## config.mk

```make
export PLATFORM = sky130hd
export DESIGN_NAME = ior_exec
export DESIGN_NICKNAME = d
export VERILOG_FILES = /design/src/hdl/ior_pkg.sv /design/src/hdl/ior_addr_if.sv /design/src/hdl/ior_addr.sv /design/src/hdl/ior_exec.sv
export SDC_FILE = /design/constraint.sdc
export NUM_CORES = 1
export LEC_CHECK = 0
export BUFFER_PORTS_ARGS = -buffer_cell sky130_fd_sc_hd__buf_2
export CAP_MARGIN = 20
export CORE_MARGIN = 8
export CORE_UTILIZATION = 53
export CTS_CLUSTER_SIZE = 12
export DETAILED_ROUTE_END_ITERATION = 16
export GPL_ROUTABILITY_DRIVEN = 0
export PLACE_DENSITY = 0.8
export SYNTH_ARGS = -nofsm -noshare
export SYNTH_HDL_FRONTEND = slang
export SYNTH_HIERARCHICAL = 1
export SYNTH_SLANG_ARGS = --single-unit
```

## constraint.sdc

```tcl
create_clock -name clk_i -period 2.5 [get_ports clk_i]
set_clock_uncertainty 0.05 [all_clocks]
set_input_delay 0.125 -clock clk_i [delete_from_list [all_inputs] [get_ports clk_i]]
set_output_delay 0.125 -clock clk_i [all_outputs]
set_load 0.02 [all_outputs]
```

## src/hdl/ior_pkg.sv

```systemverilog
package ior_pkg;
	// ----------------------------------------------------------------
	// widths
	// ----------------------------------------------------------------
	localparam int DATA_W = 8;
	localparam int ADDR_W = 12;
	localparam int OP_W = 16;
	localparam int BANK_W = 4;

	// ----------------------------------------------------------------
	// opcode fields
	// ----------------------------------------------------------------
	localparam logic [7:0] OP_OR_IMM = 8'h09;
	localparam logic [5:0] OP_OR_FILE = 6'h04;
	localparam int IMM_HI = 15;
	localparam int IMM_LO = 8;
	localparam int FILE_HI = 15;
	localparam int FILE_LO = 10;
	localparam int DEST_BIT = 9;
	localparam int BANK_BIT = 8;

	// ----------------------------------------------------------------
	// addressing
	// ----------------------------------------------------------------
	localparam logic [7:0] INDEXED_MAX = 8'h5f;
	localparam logic [7:0] ACCESS_SPLIT = 8'h60;
	localparam logic [3:0] ACCESS_HI_BANK = 4'hf;

	// ----------------------------------------------------------------
	// reset value and skip no-op counts
	// ----------------------------------------------------------------
	localparam logic [7:0] ACC_RST = 8'h00;
	localparam logic [1:0] NOP_ONE = 2'h1;
	localparam logic [1:0] NOP_TWO = 2'h2;

	// ----------------------------------------------------------------
	// instruction cycle phases
	// ----------------------------------------------------------------
	typedef enum logic [1:0] {
		PH_DECODE = 2'b00,
		PH_READ = 2'b01,
		PH_PROCESS = 2'b10,
		PH_WRITE = 2'b11
	} ior_phase_t;
endpackage : ior_pkg

```

## src/hdl/ior_addr_if.sv

```systemverilog
`timescale 1ns/100ps
`default_nettype none
interface ior_addr_if;
	logic [7:0] file_sel;
	logic bank_access;
	logic ext_en;
	logic [3:0] bank_sel;
	logic [11:0] index_base;
	logic [11:0] addr;

	modport core (output file_sel, output bank_access, output ext_en, output bank_sel, output index_base,
		input addr);
	modport former (input file_sel, input bank_access, input ext_en, input bank_sel, input index_base,
		output addr);
endinterface : ior_addr_if
`default_nettype wire

```

## src/hdl/ior_addr.sv

```systemverilog
`timescale 1ns/100ps
`default_nettype none
module ior_addr (
	// address request
	ior_addr_if.former a_if
);
	logic [12:0] idx_sum;

	always_comb begin
		// indexed address wraps in 12 bits
		idx_sum = {1'b0, a_if.index_base} + {5'h00, a_if.file_sel};
		if (a_if.bank_access) begin
			a_if.addr = {a_if.bank_sel, a_if.file_sel};
		end else if (a_if.ext_en && (a_if.file_sel <= ior_pkg::INDEXED_MAX)) begin
			a_if.addr = idx_sum[11:0];
		end else if (a_if.file_sel < ior_pkg::ACCESS_SPLIT) begin
			a_if.addr = {4'h0, a_if.file_sel};
		end else begin
			a_if.addr = {ior_pkg::ACCESS_HI_BANK, a_if.file_sel};
		end
	end
endmodule : ior_addr
`default_nettype wire

```

## src/hdl/ior_exec.sv

```systemverilog
`timescale 1ns/100ps
`default_nettype none
// Operation
// - The OR-immediate instruction ORs the accumulator with the opcode's low byte and writes the accumulator.
// - The OR-with-file instruction ORs accumulator and file register, result to accumulator if d=0, file if d=1.
// - Bank bit 0 addresses the quick access bank; bank bit 1 uses the bank select register with the file field.
// - Bank bit 0 with extended set enabled and file field up to 95 uses indexed literal offset addressing.
// - A taken skip makes the next instruction one no-operation cycle, or two when it has two words.
module ior_exec (
	// clock and reset
	input wire logic clk_i,
	input wire logic resetn_i,
	// instruction stream
	input wire logic [15:0] instr_i,
	output logic instr_take_o,
	input wire logic skip_i,
	input wire logic skip_two_word_i,
	// addressing context
	input wire logic ext_set_en_i,
	input wire logic [3:0] bank_select_register_i,
	input wire logic [11:0] index_base_i,
	// data memory
	output logic [11:0] mem_addr_o,
	output logic mem_rd_o,
	input wire logic [7:0] mem_rdata_i,
	output logic mem_we_o,
	output logic [7:0] mem_wdata_o,
	// core state
	output logic [7:0] acc_o,
	output logic neg_o,
	output logic zero_o,
	output logic [1:0] phase_o,
	output logic nop_cycle_o
);
	// ----------------------------------------------------------------
	// state
	// ----------------------------------------------------------------
	ior_pkg::ior_phase_t phase_reg, phase_next;
	logic [15:0] op_reg, op_next;
	logic [1:0] nop_reg, nop_next;
	logic cur_nop_reg, cur_nop_next;
	logic [7:0] acc_reg, acc_next;
	logic [7:0] res_reg, res_next;
	logic neg_reg, neg_next;
	logic zero_reg, zero_next;
	logic [11:0] addr_reg, addr_next;
	logic rd_reg, rd_next;
	logic we_reg, we_next;
	logic [7:0] wdata_reg, wdata_next;
	logic take_reg, take_next;
	logic is_imm;
	logic is_file;
	logic [7:0] operand;
	logic [7:0] or_result;

	ior_addr_if a_if ();

	// ----------------------------------------------------------------
	// address forming
	// ----------------------------------------------------------------
	assign a_if.file_sel = op_reg[7:0];
	assign a_if.bank_access = op_reg[ior_pkg::BANK_BIT];
	assign a_if.ext_en = ext_set_en_i;
	assign a_if.bank_sel = bank_select_register_i;
	assign a_if.index_base = index_base_i;

	ior_addr u_addr (
		.a_if(a_if.former)
	);

	// ----------------------------------------------------------------
	// decode
	// ----------------------------------------------------------------
	assign is_imm = !cur_nop_reg && (op_reg[ior_pkg::IMM_HI:ior_pkg::IMM_LO] == ior_pkg::OP_OR_IMM);
	assign is_file = !cur_nop_reg && (op_reg[ior_pkg::FILE_HI:ior_pkg::FILE_LO] == ior_pkg::OP_OR_FILE);
	assign operand = is_imm ? op_reg[7:0] : mem_rdata_i;

	// ----------------------------------------------------------------
	// per-bit inclusive or
	// ----------------------------------------------------------------
	for (genvar bit_idx = 0; bit_idx < 8; bit_idx++) begin : g_or
		assign or_result[bit_idx] = acc_reg[bit_idx] | operand[bit_idx];
	end

	// ----------------------------------------------------------------
	// phase sequencing
	// ----------------------------------------------------------------
	always_comb begin
		phase_next = phase_reg;
		op_next = op_reg;
		take_next = 1'b0;
		case (phase_reg)
			ior_pkg::PH_DECODE: begin
				op_next = instr_i;
				phase_next = ior_pkg::PH_READ;
			end
			ior_pkg::PH_READ: begin
				phase_next = ior_pkg::PH_PROCESS;
			end
			ior_pkg::PH_PROCESS: begin
				phase_next = ior_pkg::PH_WRITE;
			end
			ior_pkg::PH_WRITE: begin
				take_next = 1'b1;
				phase_next = ior_pkg::PH_DECODE;
			end
			default: begin
				phase_next = ior_pkg::PH_DECODE;
			end
		endcase
	end

	always_ff @(posedge clk_i) begin
		if (!resetn_i) begin
			phase_reg <= ior_pkg::PH_DECODE;
			op_reg <= 16'h0000;
			take_reg <= 1'b1;
		end else begin
			phase_reg <= phase_next;
			op_reg <= op_next;
			take_reg <= take_next;
		end
	end

	// ----------------------------------------------------------------
	// skip no-op count
	// ----------------------------------------------------------------
	always_comb begin
		nop_next = nop_reg;
		cur_nop_next = cur_nop_reg;
		if (phase_reg == ior_pkg::PH_DECODE) begin
			cur_nop_next = (nop_reg != 2'h0);
			if (nop_reg != 2'h0) begin
				nop_next = nop_reg - 2'h1;
			end
		end
		// a new skip wins over the decrement
		if (skip_i) begin
			nop_next = skip_two_word_i ? ior_pkg::NOP_TWO : ior_pkg::NOP_ONE;
		end
	end

	always_ff @(posedge clk_i) begin
		if (!resetn_i) begin
			nop_reg <= 2'h0;
			cur_nop_reg <= 1'b0;
		end else begin
			nop_reg <= nop_next;
			cur_nop_reg <= cur_nop_next;
		end
	end

	// ----------------------------------------------------------------
	// accumulator and flags
	// ----------------------------------------------------------------
	always_comb begin
		acc_next = acc_reg;
		res_next = res_reg;
		neg_next = neg_reg;
		zero_next = zero_reg;
		case (phase_reg)
			ior_pkg::PH_PROCESS: begin
				res_next = or_result;
			end
			ior_pkg::PH_WRITE: begin
				if (is_imm || (is_file && !op_reg[ior_pkg::DEST_BIT])) begin
					acc_next = res_reg;
				end
				if (is_imm || is_file) begin
					neg_next = res_reg[7];
					zero_next = (res_reg == 8'h00);
				end
			end
			default: begin
				acc_next = acc_reg;
			end
		endcase
	end

	always_ff @(posedge clk_i) begin
		if (!resetn_i) begin
			acc_reg <= ior_pkg::ACC_RST;
			res_reg <= 8'h00;
			neg_reg <= 1'b0;
			zero_reg <= 1'b0;
		end else begin
			acc_reg <= acc_next;
			res_reg <= res_next;
			neg_reg <= neg_next;
			zero_reg <= zero_next;
		end
	end

	// ----------------------------------------------------------------
	// memory strobes
	// ----------------------------------------------------------------
	always_comb begin
		addr_next = addr_reg;
		rd_next = 1'b0;
		we_next = 1'b0;
		wdata_next = wdata_reg;
		case (phase_reg)
			ior_pkg::PH_READ: begin
				if (is_file) begin
					addr_next = a_if.addr;
					rd_next = 1'b1;
				end
			end
			ior_pkg::PH_PROCESS: begin
				if (is_file && op_reg[ior_pkg::DEST_BIT]) begin
					we_next = 1'b1;
					wdata_next = or_result;
				end
			end
			default: begin
				rd_next = 1'b0;
			end
		endcase
	end

	always_ff @(posedge clk_i) begin
		if (!resetn_i) begin
			addr_reg <= 12'h000;
			rd_reg <= 1'b0;
			we_reg <= 1'b0;
			wdata_reg <= 8'h00;
		end else begin
			addr_reg <= addr_next;
			rd_reg <= rd_next;
			we_reg <= we_next;
			wdata_reg <= wdata_next;
		end
	end

	// ----------------------------------------------------------------
	// outputs
	// ----------------------------------------------------------------
	assign instr_take_o = take_reg;
	assign mem_addr_o = addr_reg;
	assign mem_rd_o = rd_reg;
	assign mem_we_o = we_reg;
	assign mem_wdata_o = wdata_reg;
	assign acc_o = acc_reg;
	assign neg_o = neg_reg;
	assign zero_o = zero_reg;
	assign phase_o = phase_reg;
	assign nop_cycle_o = cur_nop_reg;
endmodule : ior_exec
`default_nettype wire

```

==> summary.txt <==
Max-cap violations - 0
Number of synthesized flops with an enable pin - 0
Max reg flops - 16
I/O Pins - 81
Layout cells sized above 1 - 0.234
Row count - 28
DRC violations left - 0
Fmax - 0.452 GHz
Antenna viol nets, final - 0
Status - completed
Lkg Pwr - 1.75 nW
CTS Sinks - 62
Pwr dens - 727 mW/mm^2
Max-slew violation count - 0
Finished Layout Cells - 541
Placed Instances - 511
Area growth from synthesis to layout - 25.5%
DR iter-0 viols - 185
CP Class - reg -> reg
H-tree Lvls - 3
Final cycle utilization of the critical path - 0.886
Crit path max-delay cell type - fa_1
R2R setup slack - 0.29 ns
PortBufs - 80
Synth top area cells - dfxtp_1, mux2i_1, nand2_1
Ys flop type - dfxtp_1
Area occupied by multi-input gates - 0.00181 sq mm
Register area share after synthesis - 0.389
Core Box Area - 0.00585 sq mm
Register Area - 0.00124 sq mm
Tot GR Track Use - 0.194
Critical Path RT - 2.67 ns
Yosys reg bits - 62
Via density - 5.39
GRT met2 Usage - 0.323
Startpoint types - flop
Average wire per standard cell - 14.9 um
Fraction of registers with async set/reset - 0
Diodes inserted - 0
WL final - 8.04 mm
YS warnings - 6
Finished Cell Area - 0.00400 sq mm
VDD IR max - 0.598 mV
Peak fanout along the critical path - 4
Critical-path cell list - ha_1, inv_1, fa_1, nand2b_1, a21oi_2, o211ai_1, mux2i_1, o311ai_0, nand3_1, o21ai_0
WP data arrival - 2.38 ns
CP Capture Type - flop
Syn nets - 429
Initial core utilization - 0.545
Slew of the pin with the lowest slew margin - 0.503 ns
M3 GR Usage - 0.0689
Fillers - 477
Placed inst area - 0.00367 sq mm
Initial antenna violation count - 0
Grt met1 use - 0.226
TritonCTS clock tree - built
Largest net degree at the start of global routing - 49
Global-route wire length before repair - 13.8 mm
Final Power - 2.91 mW
Yosys top cell area share - 0.389
Die H - 93.6 um
Most used routing layer - met2
Cell count after synthesis - 370
Netlist Area Pre-Place - 0.00319 sq mm
FF-to-FF Start - op_reg[0]
RSZ-0062 raised after global routing - false
Vias - 2915
Nets - 520
Cell variety after synth - 47
Worst reg2reg path depth - 10
Syn avg cell area - 8.62 sq um
Root Driver - clkbuf_8
Hold Path Origin - instr_i[12]
Setup Fix Bufs, Post-CTS - 0
Longest Clk Path Bufs - 2
Synth area leader - dfxtp_1
Pre-antenna DRT Iters - 4
GRT Residual Overflow - 0
Hold Path End - op_reg[12]
Final min period - 2.21 ns
Number of global-route vias before repair - 3028
Synth cell count leaders - dfxtp_1, nand2_1, mux2i_1
Reg2reg end - mem_addr_o[8]
Final hold viol count - 0
Num CTS Buffers - 9
Clk Latency, worst-skew pair - 0.34 ns
Hold path depth - 3
Setup violations, final - 0
Relative slew slack - 0.661
Hold Path Class - in -> reg
DIE WIDTH - 93.6 um
Largest stage delay, worst path - 0.40 ns
Cell with the most instances after synthesis - dfxtp_1
Die area - 0.00875 sq mm
Total negative slack - 0 ns
Clk slew on worst S/H paths - 0.07 ns
Final HPWL DP - 5.96 mm
==> critical path, delay by kind of cell, from the launching register on <==
kind                     cells  cell delay [ns]
flip-flops                   1             0.38
adder cells (fa/ha/maj)      2             0.60
buffers and inverters        1             0.06
multiplexers                 1             0.16
AND/OR/NAND/NOR              2             0.29
AO/OA/AOI/OAI                4             0.54
==> per-stage QoR <==
stage	hold slack, ns	utilization	worst slack [ns]
5_1_grt	0.00660	0.684	0.0745
3_3_place_gp	0.333	0.627	0.356
2_1_floorplan	0.221	-	0.481
4_1_cts	0.00160	0.683	0.214
3_5_place_dp	0.347	0.627	0.271
6_report	0.0162	0.684	0.286
==> per-layer routing <==
| metal | wire length, um | vias to the layer above |
|---|---|---|
| li1 | - | 1491 |
| met1 | 3460 | 1334 |
| met2 | 3910 | 80 |
| met3 | 565 | 10 |
| met4 | 108 | 0 |
| met5 | 0 | - |
==> kinds of logic after synthesis <==
| logic type | count (synthesis) | synth area share |
|---|---|---|
| flops | 62 | 0.389 |
| fa+ha+maj | 14 | 0.0573 |
| mux | 36 | 0.113 |
| buf+inv | 37 | 0.0471 |
| xor+xnor | 8 | 0.0220 |
| compound gates | 92 | 0.177 |
| simple gates | 121 | 0.193 |
==> what timing repair did <==
item                                   in CTS  in global routing
endpoints found under the hold margin      14                  0
hold buffers                               14                  0
setup endpoints to repair                   0                  1
gates resized for setup                     0                  1
==> worst max-delay path by stage <==
stage	cells after the start	from	slack (ns)	to
after floorplan	10	op_reg[0]	0.48	mem_addr_o[8]
after global placement	10	op_reg[0]	0.36	mem_addr_o[8]
after detailed placement	10	op_reg[0]	0.27	mem_addr_o[8]
after CTS	10	op_reg[0]	0.21	mem_addr_o[8]
after global routing	10	op_reg[0]	0.07	mem_addr_o[8]
final	10	op_reg[0]	0.29	mem_addr_o[8]
==> cells in the final DEF, fill, tap and decap left out, types with 3 or more instances in the layout <==
cell and n:
dlygate4sd3_1 14, nor4_4 3, a31oi_1 5, o21ai_0 33, nor2b_1 18, buf_4 6
o211ai_1 14, a21oi_1 15, a21o_1 3, nand2_1 55, ha_1 13, inv_1 16
nand3_1 17, nand2b_1 5, clkbuf_8 9, o21ai_1 6, nor2_1 9, buf_2 80
dfxtp_1 62, mux2i_1 35, nand4_1 3, xor2_1 6
==> power breakdown <==
group / leakage [nW] / internal [mW] / switching (mW)
Sequential: 0.505 / 1.09 / 0.112
Combinational: 1.15 / 0.379 / 0.479
Clock: 0.0935 / 0.462 / 0.390
==> cell type report <==
cell class,count,share of cell area
clock buffers,11,0.0328
clock inverters,5,0.0150
inverters,16,0.0150
multi-input cells,271,0.452
flip-flops and latches,62,0.310
well taps,75,0.0235
repair buffers,101,0.151
(Power assumes the default switching activity.)
